## src/hw/rofs_defines.svh

```systemverilog
/*
 * Register offsets, reset values and field positions of the relay output
 * function selector.
 * Assumes it is included by bare name from the design files.
 */
`ifndef ROFS_DEFINES_SVH
`define ROFS_DEFINES_SVH

// Register byte offsets
`define ROFS_OFF_SEL_ONE 8'h00
`define ROFS_OFF_SEL_TWO 8'h04
`define ROFS_OFF_MONITOR 8'h08
`define ROFS_OFF_DET_FREQ 8'h0c
`define ROFS_OFF_DET_BAND 8'h10
`define ROFS_OFF_BRK_LEVEL 8'h14

// Reset values, frequencies in 0.01 Hz steps
`define ROFS_RST_SEL_ONE 6'h1d
`define ROFS_RST_SEL_TWO 6'h0e
`define ROFS_RST_DET_FREQ 16'h0bb8
`define ROFS_RST_DET_BAND 16'h03e8
`define ROFS_RST_BRK_LEVEL 16'hffff

// Highest selection code accepted on a write
`define ROFS_SEL_MAX 6'h2d

// Monitor field positions
`define ROFS_MON_RELAY_ONE 0
`define ROFS_MON_RELAY_TWO 1

`endif

```

## src/hw/rofs_pkg.sv

```systemverilog
/*
 * Types of the relay output function selector: status bundle, selection
 * codes and detector state.
 * Assumes nothing beyond a SystemVerilog compiler.
 */
package rofs_pkg;

   // Drive conditions offered to the selector
   typedef struct packed {
      logic overload;
      logic inverse_time_overload_fault;
      logic underload_warn;
      logic fan_warn;
      logic stall;
      logic over_voltage;
      logic low_voltage;
      logic over_heat;
      logic command_lost;
      logic run_cmd;
      logic output_active;
      logic dc_braking;
      logic accelerating;
      logic decelerating;
      logic drive_line;
      logic comm_line;
      logic speed_search;
      logic regenerating;
      logic ready;
   } rofs_status_t;

   // Selection codes handled by this block
   typedef enum logic [5:0] {
      ROFS_NONE = 6'h00,
      ROFS_ACC_DEC_FDET = 6'h04,
      ROFS_OVERLOAD = 6'h05,
      ROFS_INV_OVERLOAD = 6'h06,
      ROFS_UNDERLOAD = 6'h07,
      ROFS_FAN_WARN = 6'h08,
      ROFS_STALL = 6'h09,
      ROFS_OVER_VOLT = 6'h0a,
      ROFS_LOW_VOLT = 6'h0b,
      ROFS_OVER_HEAT = 6'h0c,
      ROFS_CMD_LOST = 6'h0d,
      ROFS_RUN = 6'h0e,
      ROFS_STOP = 6'h0f,
      ROFS_STEADY = 6'h10,
      ROFS_DRIVE_LINE = 6'h11,
      ROFS_COMM_LINE = 6'h12,
      ROFS_SPEED_SEARCH = 6'h13,
      ROFS_REGEN = 6'h15,
      ROFS_READY = 6'h16,
      ROFS_LOW_SPEED = 6'h17
   } rofs_code_t;

   // Accel and decel frequency detector state
   typedef enum logic {
      ROFS_FDET_OFF = 1'b0,
      ROFS_FDET_ON = 1'b1
   } rofs_fdet_t;

endpackage

```

## src/hw/rofs_relay_select.sv

```systemverilog
/*
 * Relay output function selector: two relays, each driven by one drive
 * condition picked by its own selection code, plus braking resistor enable.
 * Assumes status, frequencies and DC voltage come from logic on sys_clk,
 * and a register master with one-cycle strobes and no wait states.
 */
// Added by the designer: the address-and-strobe port and the address map.
// Summary of operation
// Each relay has its own selection code, range 0 to 45.
// Detection frequency and band width are separate writable settings.
// Monitor register reads the present state of both relays.
// Code 4 accelerating: on when output frequency reaches detection frequency.
// Code 4 decelerating: on while frequency exceeds detection minus half band.
// Code 5 follows motor overload.
// Code 6 follows the inverse-time overload fault.
// Code 7 follows the underload warning.
// Code 8 follows the cooling fan warning.
// Code 9 on when the motor is overloaded and stalled.
// Code 10 follows DC link over-voltage.
// Code 11 follows DC link low voltage.
// Code 12 follows drive over-temperature.
// Code 13 follows loss of analog or serial command.
// Code 14 on with run command and output voltage, off in DC braking.
// Code 15 on with run command off and no output voltage.
// Code 16 on while running neither accelerating nor decelerating.
// Code 17 on while the motor is fed from the drive output.
// Code 18 on while the motor is fed from the utility line.
// Code 19 on while speed search runs.
// Code 21 on while the motor regenerates.
// Braking resistor enabled only when running and DC voltage above threshold.
// Code 22 on while standing by, ready for an external run command.
// Code 23 on while output frequency is below detection frequency less half band.
// Undefined codes, code 20 among them, hold the relay off.
`timescale 1ns/10ps
`default_nettype none
`include "rofs_defines.svh"

module rofs_relay_select #(
   parameter int FW = 16,
   parameter int AW = 8,
   parameter int DW = 16
) (
   // Clock, reset, enable
   input wire logic sys_clk,
   input wire logic rst_n,
   input wire logic ce,
   // Register port
   input wire logic [AW-1:0] reg_addr,
   input wire logic [DW-1:0] reg_wdata,
   input wire logic reg_wr,
   input wire logic reg_rd,
   output logic [DW-1:0] reg_rdata,
   // Drive conditions
   input wire rofs_pkg::rofs_status_t status,
   input wire logic [FW-1:0] output_freq,
   input wire logic [FW-1:0] dc_voltage,
   // Outputs to relays and braking resistor
   output logic [1:0] relay_out,
   output logic brake_enable
);
   import rofs_pkg::*;

   ////////////////////////////////////////////////////////////////////////
   // Registers

   logic [5:0] relay_one_function_select;
   logic [5:0] relay_two_function_select;
   logic [FW-1:0] detect_frequency_setting;
   logic [FW-1:0] detect_band_width_setting;
   logic [FW-1:0] brake_level;
   logic [DW-1:0] next_rdata;
   logic [1:0] relay_state_monitor;

   // Write strobes per register
   wire logic wr_sel_one = reg_wr && (reg_addr == `ROFS_OFF_SEL_ONE);
   wire logic wr_sel_two = reg_wr && (reg_addr == `ROFS_OFF_SEL_TWO);
   wire logic wr_det_freq = reg_wr && (reg_addr == `ROFS_OFF_DET_FREQ);
   wire logic wr_det_band = reg_wr && (reg_addr == `ROFS_OFF_DET_BAND);
   wire logic wr_brk_level = reg_wr && (reg_addr == `ROFS_OFF_BRK_LEVEL);
   // Codes above the top of the range are refused
   wire logic code_ok = (reg_wdata[5:0] <= `ROFS_SEL_MAX) && (reg_wdata[DW-1:6] == '0);

   // Relay selection codes
   always_ff @(posedge sys_clk or negedge rst_n) begin
      if (!rst_n) begin
         relay_one_function_select <= `ROFS_RST_SEL_ONE;
         relay_two_function_select <= `ROFS_RST_SEL_TWO;
      end else if (ce) begin
         if (wr_sel_one && code_ok) begin
            relay_one_function_select <= reg_wdata[5:0];
         end
         if (wr_sel_two && code_ok) begin
            relay_two_function_select <= reg_wdata[5:0];
         end
      end
   end

   // Detection and braking settings
   always_ff @(posedge sys_clk or negedge rst_n) begin
      if (!rst_n) begin
         detect_frequency_setting <= `ROFS_RST_DET_FREQ;
         detect_band_width_setting <= `ROFS_RST_DET_BAND;
         brake_level <= `ROFS_RST_BRK_LEVEL;
      end else if (ce) begin
         if (wr_det_freq) begin
            detect_frequency_setting <= reg_wdata[FW-1:0];
         end
         if (wr_det_band) begin
            detect_band_width_setting <= reg_wdata[FW-1:0];
         end
         if (wr_brk_level) begin
            brake_level <= reg_wdata[FW-1:0];
         end
      end
   end

   ////////////////////////////////////////////////////////////////////////
   // Read decode

   assign relay_state_monitor = relay_out;

   // Unmapped addresses read as zero
   always_comb begin
      next_rdata = '0;
      if (reg_addr == `ROFS_OFF_SEL_ONE) begin
         next_rdata[5:0] = relay_one_function_select;
      end else if (reg_addr == `ROFS_OFF_SEL_TWO) begin
         next_rdata[5:0] = relay_two_function_select;
      end else if (reg_addr == `ROFS_OFF_MONITOR) begin
         next_rdata[1:0] = relay_state_monitor;
      end else if (reg_addr == `ROFS_OFF_DET_FREQ) begin
         next_rdata[FW-1:0] = detect_frequency_setting;
      end else if (reg_addr == `ROFS_OFF_DET_BAND) begin
         next_rdata[FW-1:0] = detect_band_width_setting;
      end else if (reg_addr == `ROFS_OFF_BRK_LEVEL) begin
         next_rdata[FW-1:0] = brake_level;
      end
   end

   // Read data stand only in the cycle after the strobe
   always_ff @(posedge sys_clk or negedge rst_n) begin
      if (!rst_n) begin
         reg_rdata <= '0;
      end else if (ce) begin
         reg_rdata <= reg_rd ? next_rdata : '0;
      end
   end

   ////////////////////////////////////////////////////////////////////////
   // Frequency detection

   // Level of detection frequency less half band, floored at zero
   wire logic [FW-1:0] half_band = detect_band_width_setting >> 1;
   wire logic [FW-1:0] low_level = (detect_frequency_setting > half_band) ?
      (detect_frequency_setting - half_band) : '0;
   wire logic at_detect = output_freq >= detect_frequency_setting;
   wire logic above_low = output_freq > low_level;

   rofs_fdet_t fdet_state;
   rofs_fdet_t next_fdet_state;

   // Accel uses the full level, decel the lowered one; otherwise hold
   always_comb begin
      next_fdet_state = fdet_state;
      case (fdet_state)
         ROFS_FDET_OFF: begin
            if (status.accelerating && at_detect) begin
               next_fdet_state = ROFS_FDET_ON;
            end else if (status.decelerating && above_low) begin
               next_fdet_state = ROFS_FDET_ON;
            end
         end
         ROFS_FDET_ON: begin
            if (status.accelerating && !at_detect) begin
               next_fdet_state = ROFS_FDET_OFF;
            end else if (status.decelerating && !above_low) begin
               next_fdet_state = ROFS_FDET_OFF;
            end
         end
         default: begin
            next_fdet_state = ROFS_FDET_OFF;
         end
      endcase
   end

   always_ff @(posedge sys_clk or negedge rst_n) begin
      if (!rst_n) begin
         fdet_state <= ROFS_FDET_OFF;
      end else if (ce) begin
         fdet_state <= next_fdet_state;
      end
   end

   ////////////////////////////////////////////////////////////////////////
   // Condition table, one bit per selection code

   logic [63:0] cond_vec;

   // Codes left at zero keep their relay off
   always_comb begin
      cond_vec = '0;
      cond_vec[ROFS_ACC_DEC_FDET] = (next_fdet_state == ROFS_FDET_ON);
      cond_vec[ROFS_OVERLOAD] = status.overload;
      cond_vec[ROFS_INV_OVERLOAD] = status.inverse_time_overload_fault;
      cond_vec[ROFS_UNDERLOAD] = status.underload_warn;
      cond_vec[ROFS_FAN_WARN] = status.fan_warn;
      cond_vec[ROFS_STALL] = status.overload && status.stall;
      cond_vec[ROFS_OVER_VOLT] = status.over_voltage;
      cond_vec[ROFS_LOW_VOLT] = status.low_voltage;
      cond_vec[ROFS_OVER_HEAT] = status.over_heat;
      cond_vec[ROFS_CMD_LOST] = status.command_lost;
      cond_vec[ROFS_RUN] = status.run_cmd && status.output_active &&
         !status.dc_braking;
      cond_vec[ROFS_STOP] = !status.run_cmd && !status.output_active;
      cond_vec[ROFS_STEADY] = status.output_active && !status.accelerating &&
         !status.decelerating;
      cond_vec[ROFS_DRIVE_LINE] = status.drive_line;
      cond_vec[ROFS_COMM_LINE] = status.comm_line;
      cond_vec[ROFS_SPEED_SEARCH] = status.speed_search;
      cond_vec[ROFS_REGEN] = status.regenerating;
      cond_vec[ROFS_READY] = status.ready;
      cond_vec[ROFS_LOW_SPEED] = output_freq < low_level;
   end

   ////////////////////////////////////////////////////////////////////////
   // Relay drivers

   wire logic [5:0] sel_code [2];
   assign sel_code[0] = relay_one_function_select;
   assign sel_code[1] = relay_two_function_select;

   wire logic [1:0] next_relay;

   // Each relay picks its own condition
   for (genvar gi = 0; gi < 2; gi++) begin : g_relay
      assign next_relay[gi] = cond_vec[sel_code[gi]];
   end

   // Relay coils in one process, so each bit has a single driver
   always_ff @(posedge sys_clk or negedge rst_n) begin
      if (!rst_n) begin
         relay_out <= 2'h0;
      end else if (ce) begin
         relay_out <= next_relay;
      end
   end

   // Braking resistor only while running above threshold
   wire logic next_brake = status.output_active && (dc_voltage > brake_level);

   always_ff @(posedge sys_clk or negedge rst_n) begin
      if (!rst_n) begin
         brake_enable <= 1'b0;
      end else if (ce) begin
         brake_enable <= next_brake;
      end
   end

   ////////////////////////////////////////////////////////////////////////
   // Checks

   wire rofs_code_t code_one = rofs_code_t'(relay_one_function_select);

   a_overload_relay: assert property (@(posedge sys_clk) disable iff (!rst_n)
      ce && code_one == ROFS_OVERLOAD && status.overload |=> relay_out[0])
      else $error("overload code did not raise relay one");

   a_stall_needs_both: assert property (@(posedge sys_clk) disable iff (!rst_n)
      ce && code_one == ROFS_STALL && !status.overload |=> !relay_out[0])
      else $error("stall relay on without overload");

   a_run_braking_off: assert property (@(posedge sys_clk) disable iff (!rst_n)
      ce && code_one == ROFS_RUN && status.dc_braking |=> !relay_out[0])
      else $error("run relay on during dc braking");

   a_stop_relay_on: assert property (@(posedge sys_clk) disable iff (!rst_n)
      ce && code_one == ROFS_STOP && !status.run_cmd && !status.output_active
      |=> relay_out[0])
      else $error("stop relay not on when stopped");

   a_undefined_code_off: assert property (@(posedge sys_clk) disable iff (!rst_n)
      ce && relay_two_function_select == 6'h14 |=> !relay_out[1])
      else $error("code twenty drove relay two");

   a_fdet_accel_on: assert property (@(posedge sys_clk) disable iff (!rst_n)
      ce && code_one == ROFS_ACC_DEC_FDET && status.accelerating && at_detect
      |=> relay_out[0])
      else $error("accel detect missed");

   a_fdet_decel_off: assert property (@(posedge sys_clk) disable iff (!rst_n)
      ce && code_one == ROFS_ACC_DEC_FDET && status.decelerating &&
      !status.accelerating && !above_low |=> !relay_out[0])
      else $error("decel detect stayed on");

   a_low_speed_relay: assert property (@(posedge sys_clk) disable iff (!rst_n)
      ce && code_one == ROFS_LOW_SPEED
      |=> relay_out[0] == ($past(output_freq) < $past(low_level)))
      else $error("low speed relay wrong");

   a_brake_gated_run: assert property (@(posedge sys_clk) disable iff (!rst_n)
      ce && !status.output_active |=> !brake_enable)
      else $error("brake enabled while not running");

   a_monitor_read: assert property (@(posedge sys_clk) disable iff (!rst_n)
      ce && reg_rd && reg_addr == `ROFS_OFF_MONITOR
      |=> reg_rdata == {{(DW-2){1'b0}}, $past(relay_out)})
      else $error("monitor read mismatch");

   a_select_range: assert property (@(posedge sys_clk) disable iff (!rst_n)
      ce && wr_sel_one && !code_ok |=> $stable(relay_one_function_select))
      else $error("out of range code accepted");

   a_freq_write: assert property (@(posedge sys_clk) disable iff (!rst_n)
      ce && wr_det_band |=> detect_band_width_setting == $past(reg_wdata[FW-1:0]))
      else $error("band write lost");

   a_inv_overload_on: assert property (@(posedge sys_clk) disable iff (!rst_n)
      ce && code_one == ROFS_INV_OVERLOAD && status.inverse_time_overload_fault
      |=> relay_out[0])
      else $error("inverse-time overload code did not raise relay one");

   a_underload_off: assert property (@(posedge sys_clk) disable iff (!rst_n)
      ce && code_one == ROFS_UNDERLOAD && !status.underload_warn |=> !relay_out[0])
      else $error("underload relay on without warning");

   a_fan_warn_on: assert property (@(posedge sys_clk) disable iff (!rst_n)
      ce && code_one == ROFS_FAN_WARN && status.fan_warn |=> relay_out[0])
      else $error("fan warning did not raise relay one");

   a_over_volt_on: assert property (@(posedge sys_clk) disable iff (!rst_n)
      ce && code_one == ROFS_OVER_VOLT && status.over_voltage |=> relay_out[0])
      else $error("over-voltage did not raise relay one");

   a_low_volt_on: assert property (@(posedge sys_clk) disable iff (!rst_n)
      ce && code_one == ROFS_LOW_VOLT && status.low_voltage |=> relay_out[0])
      else $error("low voltage did not raise relay one");

   a_over_heat_on: assert property (@(posedge sys_clk) disable iff (!rst_n)
      ce && code_one == ROFS_OVER_HEAT && status.over_heat |=> relay_out[0])
      else $error("over-temperature did not raise relay one");

   a_cmd_lost_on: assert property (@(posedge sys_clk) disable iff (!rst_n)
      ce && code_one == ROFS_CMD_LOST && status.command_lost |=> relay_out[0])
      else $error("command loss did not raise relay one");

   a_steady_accel_off: assert property (@(posedge sys_clk) disable iff (!rst_n)
      ce && code_one == ROFS_STEADY && status.accelerating |=> !relay_out[0])
      else $error("steady relay on while accelerating");

   a_drive_line_on: assert property (@(posedge sys_clk) disable iff (!rst_n)
      ce && code_one == ROFS_DRIVE_LINE && status.drive_line |=> relay_out[0])
      else $error("drive line did not raise relay one");

   a_comm_line_off: assert property (@(posedge sys_clk) disable iff (!rst_n)
      ce && code_one == ROFS_COMM_LINE && !status.comm_line |=> !relay_out[0])
      else $error("utility line relay on without utility feed");

   a_speed_search_on: assert property (@(posedge sys_clk) disable iff (!rst_n)
      ce && code_one == ROFS_SPEED_SEARCH && status.speed_search |=> relay_out[0])
      else $error("speed search did not raise relay one");

   a_regen_on: assert property (@(posedge sys_clk) disable iff (!rst_n)
      ce && code_one == ROFS_REGEN && status.regenerating |=> relay_out[0])
      else $error("regeneration did not raise relay one");

   a_ready_on: assert property (@(posedge sys_clk) disable iff (!rst_n)
      ce && code_one == ROFS_READY && status.ready |=> relay_out[0])
      else $error("ready did not raise relay one");

   c_run_relay: cover property (@(posedge sys_clk) disable iff (!rst_n)
      code_one == ROFS_RUN ##1 relay_out[0] ##1 !relay_out[0]);

   c_fdet_cycle: cover property (@(posedge sys_clk) disable iff (!rst_n)
      fdet_state == ROFS_FDET_ON ##[1:50] fdet_state == ROFS_FDET_OFF);

   c_brake_on: cover property (@(posedge sys_clk) disable iff (!rst_n)
      !brake_enable ##1 brake_enable);

   c_both_relays: cover property (@(posedge sys_clk) disable iff (!rst_n)
      relay_out == 2'h3);

endmodule // rofs_relay_select
`default_nettype wire

```

## config.mk

```make
export PLATFORM = sky130hd
export DESIGN_NAME = rofs_relay_select
export DESIGN_NICKNAME = d
export VERILOG_FILES = /design/src/hw/rofs_pkg.sv /design/src/hw/rofs_relay_select.sv
export VERILOG_INCLUDE_DIRS = /design/src /design/src/hw
export SDC_FILE = /design/constraint.sdc
export NUM_CORES = 1
export LEC_CHECK = 0
export ABC_AREA = 1
export BUFFER_PORTS_ARGS = -buffer_cell sky130_fd_sc_hd__buf_4
export CAP_MARGIN = 20
export CORE_ASPECT_RATIO = 1.25
export CORE_UTILIZATION = 58
export CTS_CLUSTER_DIAMETER = 150
export CTS_CLUSTER_SIZE = 30
export DETAILED_ROUTE_END_ITERATION = 10
export GPL_ROUTABILITY_DRIVEN = 1
export PLACE_DENSITY_LB_ADDON = 0.08
export SYNTH_ARGS = -nofsm -noshare
export SYNTH_HDL_FRONTEND = slang
export SYNTH_SLANG_ARGS = --single-unit
```

## constraint.sdc

```tcl
create_clock -name sys_clk -period 4.3 [get_ports sys_clk]
set_input_delay 0.86 -clock sys_clk [delete_from_list [all_inputs] [get_ports sys_clk]]
set_output_delay 0.86 -clock sys_clk [all_outputs]
set_load 0.01 [all_outputs]
```

== Yosys cells after proc, flatten, opt, wreduce, memory -nomap -nowiden ==
Cells that the tools add are included.
Widths: inputs -> output; s select.

* Add/subtract/negate cells: 1
* $lt $le $gt $ge: 8
* Equal/unequal tests: 5
* Muxes and demuxes: 20
* Bitwise operators: 1
* Reduce and logical (&&, ||, !) cells: 33

{| class="wikitable"
|+ Operators with widths
! operator !! number
|-
| $mux 16 || 5
|-
| $gt 16x16->1 || 2
|-
| $mux 10 || 2
|-
| $logic_and 1x1->1 || 19
|-
| $eq 8x4->1 const B || 2
|-
| $eq 8x5->1 const B || 2
|-
| $ge 16x16->1 || 1
|-
| $gt 16x15->1 || 1
|-
| $lt 16x16->1 || 1
|-
| $sub 16x15->16 || 1
|-
| $lt 6x7->1 const B || 2
|-
| $mux 14 || 1
|-
| $bmux 1 s6 || 2
|-
| $mux 6 || 2
|-
| $logic_not 10->1 || 1
|-
| $reduce_and 2->1 || 5
|-
| $eq 8x3->1 const B || 1
|-
| $logic_not 8->1 || 1
|-
| $logic_not 1->1 || 7
|-
| $le 6x6->1 const B || 1
|-
| $mux 1 || 6
|-
| $mux 2 || 1
|-
| $pmux 1 s2 || 1
|-
| $not 1->1 || 1
|}

* Register bits after elaboration: 80
* Input bits: 80
* Output and inout port bits: 19
* Logic and storage cells: 77

== Logic depth before layout (Yosys ltp) ==
* Depth in word-level cells: 10
* Depth in mapped cells: 36
* Gate-level depth less buffers: 36

== Worst setup path after synthesis ==
Ideal clock, no wire load.

* Kind: reg2reg
* Start point: reg detect_frequency_setting[0]
* End point: reg relay_out[1]
* Library setup time: 0.116 ns
* Arrival time: 3.343 ns
* Data required time: 4.184 ns
* Slack: 0.841 ns
* Stages on the path, launching flop included: 34
* Path buffers: 0
* Period minus slack after synthesis: 3.459 ns
* Path through: dfrtp_1 -> inv_1 -> ha_1 -> inv_1 -> fa_1 -> nand3_1 -> nand3_1 -> nand2_1 -> nand2_1 -> a21oi_2 -> o21ai_2 -> nand2_1 -> nand2_1 -> nand2_1 -> clkinv_1 -> nand3_1 -> ha_1 -> a21o_1 -> nor2_1 -> nand2_1 -> nand2_1 -> nand2_1 -> nand2_1 -> nand2_1 -> nand2_1 -> nand2_1 -> nand3_1 -> nand2_1 -> nand2_1 -> nand2_1 -> nand2_1 -> nand2_1 -> nand2_1 -> nand2_1

* Word-level cells in the longest chain between the ends: 10
* Elaborated cells on any way between the ends: 19
* Classes of those cells: add/sub (1); order compare (4); mux (8); reduce/logical (6)

{| class="wikitable"
|+ RTL lines
! element !! RTL line !! text
|-
| start: declaration || rofs_relay_select.sv:68 || <nowiki>logic [FW-1:0] detect_frequency_setting;</nowiki>
|-
| start signal: assignment || rofs_relay_select.sv:101 || <nowiki>detect_frequency_setting <= `ROFS_RST_DET_FREQ;</nowiki>
|-
| start signal: assignment || rofs_relay_select.sv:106 || <nowiki>detect_frequency_setting <= reg_wdata[FW-1:0];</nowiki>
|-
| $sub 16x15->16 / $gt 16x15->1 (equally long branches) || rofs_relay_select.sv:155, rofs_relay_select.sv:154 ||
|-
| $mux 16 || rofs_relay_select.sv:154 || <nowiki>wire logic [FW-1:0] low_level = (detect_frequency_setting > half_band) ?</nowiki>
|-
| $gt 16x16->1 || rofs_relay_select.sv:157 || <nowiki>wire logic above_low = output_freq > low_level;</nowiki>
|-
| $logic_not 1->1 || rofs_relay_select.sv:176 || <nowiki>end else if (status.decelerating && !above_low) begin</nowiki>
|-
| $logic_and 1x1->1 || rofs_relay_select.sv:176 ||
|-
| $mux 1 || rofs_relay_select.sv:176 ||
|-
| $mux 1 || rofs_relay_select.sv:174 || <nowiki>if (status.accelerating && !at_detect) begin</nowiki>
|-
| $pmux 1 s2 || rofs_relay_select.sv:165 || <nowiki>case (fdet_state)</nowiki>
|-
| $bmux 1 s6 (*) || rofs_relay_select.sv:236 || <nowiki>assign next_relay[gi] = cond_vec[sel_code[gi]];</nowiki>
|-
| $mux 1 (not written as such) (*) || rofs_relay_select.sv:236 ||
|-
| end signal: assignment || rofs_relay_select.sv:244 || <nowiki>relay_out <= next_relay;</nowiki>
|-
| end: declaration || rofs_relay_select.sv:58 || <nowiki>output logic [1:0] relay_out,</nowiki>
|}

Mark *: on every way between the ends. The rest lies on a longest branch, timed or not. The select of a mux whose other input is x is not followed.
A chain may end at the register's enable or synchronous reset.

== Worst setup path after layout ==
Same ends and word-level chain as after synthesis.

==> key figures <==
Synthesis
  – Number of distinct library cells after synthesis: 43
  – Post-synth net total: 932
  – Syn_area_per_cell: 7.43 um^2
  – Synth Register Bits: 80
  – Seq/Total Area, Yosys: 0.349
  – Warnings from Yosys: 0
  – Post-Syn Area: 5860 um^2
  – Cells after synthesis: 788

STA
  – Worst setup margin: 0.272 ns
  – Skew final: 0.00868 ns
  – Final Max Slew Viols: 0
  – Crit path time final: 4.03 ns
  – Final setup vio count: 0
  – TNS Setup: 0 ns
  – Fmax: 0.248 GHz
  – Final period util: 0.937
  – Worst slew pin tran: approximately 1.0 ns
  – Rel. slew slack: 0.307
  – Hold Vio Cnt, Final: 0
  – Worst hold slack: 0.325 ns

CTS
  – Clock Sinks: 80
  – CTS Buf Count: 9
  – TritonCTS clock tree: built
  – CTS Buffer Depth: 2
  – H-tree Lvls: 3
  – Clock root buffer master: clkbuf_16
  – Clk_lat worst skew: between 0.3 and 0.4 ns
  – Clock-pin slew on the worst setup and hold paths: 0.06 ns
  – Hold Buf Count CTS: 0

Finish
  – FF/Latch Area: approximately 2000 um^2
  – Antenna cells: 0
  – Fillers: between 700 and 800
  – Final #Nets: 1031
  – Share of cells above drive strength 1: 0.210
  – Final instance area: 7150 um^2
  – Area Growth Syn to Fin: 22.2%
  – Footprint of the multi-input gates: 3340 um^2

Detailed routing
  – WL per Instance: 16.5 um
  – Count of TritonRoute iterations in the first routing pass: 5
  – DRC viols: 0
  – Initial drt markers: 489
  – Vias/cell: 5.79
  – Via count: 5894
  – Routed Antenna Nets: 0
  – Wirelength, routed: approximately 17 mm

Die
  – Io pins: 99
  – Rows: 40
  – Placeable Area: 9710 um^2
  – Die height: 114 um
  – Starting Density: 0.603
  – Die ar.: 10500 um^2
  – Die width: just over 90 um

Critical path
  – Worst R2R Start: detect_frequency_setting[0]
  – CP Buf/Inv Count: 5
  – Critical path depth: 28
  – Worst path slowest cell: dfrtp_1
  – Top cell family by delay on the critical path: simple AND/OR/NAND/NOR gates
  – Worst R2R End: relay_out[1]
  – CP required: 4.58 ns
  – WS Path Type: reg -> reg
  – Cell repeated most along the worst path: nand2_1
  – CP peak stage delay: 0.41 ns
  – Critical Path Sink Type: register
  – Critical Path Fanout Max: 4
  – CP Launch Type: register
  – Reg-to-reg setup timing slack: 0.27 ns
  – Crit path arrival time: 4.30 ns
  – Reg2Reg Depth: 28

Power and ir drop
  – Power Density: 305 nW/um^2
  – Leakage power: 3.44 nW
  – Maximum VDD drop: 0.000273 V

Global routing
  – Initial antenna violation count: 0
  – Largest net degree at the start of global routing: slightly above 80
  – Vias in the first global route: approximately 5600
  – Total GRT Usage: 0.326
  – Wire length of the first global-routing pass: between 20 and 30 mm
  – GR Overflow Total: 0

Run
  – Max Cap Viol: 0

Placed design
  – Placed Area: 6690 um^2
  – PortBufs: 98
  – Post-DP HPWL: 12.9 mm
  – Place WS: approximately 0.27 ns
  – Global placement routability congestion: 0.941

Outcome
  – Status: complete, no violations

Hold path
  – Worst hold path type: in -> async
final cells by class:
| type | count | share of cell area |
|---|---|---|
| Multi-Input combinational cell | 575 | 0.466 |
| Sequential cell | 80 | 0.286 |
| Timing Repair Buffer | 106 | 0.115 |
| Inverter | 114 | 0.0603 |
| Clock buffer | 10 | 0.0334 |
| Tap cell | 126 | 0.0220 |
| Clock inverter | 6 | 0.0161 |
| Timing Repair inverter | 1 | 0.000700 |
synthesized netlist by cell type (all sizes together):
| master | instances | area [um^2] |
|---|---|---|
| a211oi | 4 | 30.0 |
| a21o | 4 | 30.0 |
| a21oi | 66 | 334 |
| a221oi | 2 | 17.5 |
| a31oi | 3 | 25.0 |
| a32o | 3 | 30.0 |
| buf | 5 | 30.0 |
| clkbuf | 14 | 52.6 |
| clkinv | 3 | 11.3 |
| dfrtp | 44 | 1100 |
| dfstp | 36 | 946 |
| fa | 1 | 20.0 |
| ha | 63 | 788 |
| inv | 111 | 417 |
| nand2 | 200 | 753 |
| nand3 | 35 | 175 |
| nand3b | 2 | 15.0 |
| nand4 | 9 | 62.6 |
| nor2 | 21 | 78.8 |
| nor3 | 10 | 71.3 |
| nor3b | 2 | 26.3 |
| nor4 | 1 | 6.26 |
| o2111ai | 1 | 8.76 |
| o211ai | 8 | 60.1 |
| o21a | 1 | 7.51 |
| o21ai | 108 | 548 |
| o22ai | 17 | 106 |
| o311ai | 2 | 17.5 |
| or2 | 8 | 52.6 |
| xnor2 | 1 | 8.76 |
| xor2 | 3 | 26.3 |
worst reg2reg max path: cells and delay by family, from the launching register on:
kind | cells | cell delay [ns]
AO/OA/AOI/OAI | 8 | 1.07
adder cells (fa/ha/maj) | 3 | 0.72
buffers and inverters | 5 | 0.47
flip-flops | 1 | 0.41
AND/OR/NAND/NOR | 12 | 1.29
cell usage in the layout (no fill, tap or decap), types with 3 or more instances in the layout:
cell type and count:
a211oi_1 4, a21o_1 4, a21oi_1 64, a32o_1 3, buf_4 104, bufinv_16 3
clkbuf_16 9, dfrtp_1 44, dfstp_2 36, ha_1 63, inv_1 109, nand2_1 195
nand2_2 5, nand3_1 35, nand4_1 8, nor2_1 21, nor3_1 6, o211ai_1 8
o21ai_0 103, o21ai_1 3, o22ai_1 17, or2_2 7, xor2_1 3
power by group:
| part | switching [mW] | internal [mW] |
|---|---|---|
| combinational | 0.285 | 0.206 |
| clock | 0.316 | 0.586 |
| sequential | 0.0123 | 0.775 |
| total | 0.613 | 1.57 |
metal layers:
layer | track usage | vias to the layer above | share of wire | routed length, um
li1 | - | 2860 | - | -
met1 | 0.449 | 2737 | 0.43 | 7210
met2 | 0.518 | 261 | 0.46 | 7720
met3 | 0.0491 | 36 | 0.076 | 1280
met4 | 0.129 | 0 | 0.033 | 548
met5 | 0 | - | 0 | 0
state kept, by name, summed over array words and instances (netlist names):
| register | count |
|---|---|
| detect_frequency_setting | 16 |
| detect_band_width_setting | 16 |
| reg_rdata | 16 |
| relay_out | 2 |
| code_one | 6 |
| fdet_state | 1 |
| brake_enable | 1 |
| brake_level | 16 |
| relay_two_function_select | 6 |
per-stage QoR:
stage	cells	util	total power [mW]
after floorplan	788	-	1.07
after global placement	996	0.689	1.23
after detailed placement	996	0.689	1.25
after CTS	1012	0.726	2.15
after global routing	1018	0.737	2.28
final	1018	0.737	2.18
worst max-delay path by stage:
stage | startpoint | endpoint
after floorplan | detect_frequency_setting[0] | relay_out[1]
after global placement | detect_frequency_setting[0] | relay_out[0]
after detailed placement | detect_frequency_setting[0] | relay_out[0]
after CTS | detect_frequency_setting[0] | relay_out[1]
after global routing | detect_frequency_setting[0] | relay_out[1]
final | detect_frequency_setting[0] | relay_out[1]
what timing repair did:
item,CTS,global route
resized for setup,0,13
setup buffers,0,3
endpoints found under the setup margin,0,2
cell families after synthesis:
family | count (synthesis) | share of synthesized area
AOI/OAI and AO/OA | 219 | 0.207
buffers and inverters | 133 | 0.0872
and+or+nand+nor | 288 | 0.212
DFF | 80 | 0.349
xor gates and xnor gates | 4 | 0.00598
adders and majority gates | 64 | 0.138
Power figures use the tool's default switching activity.
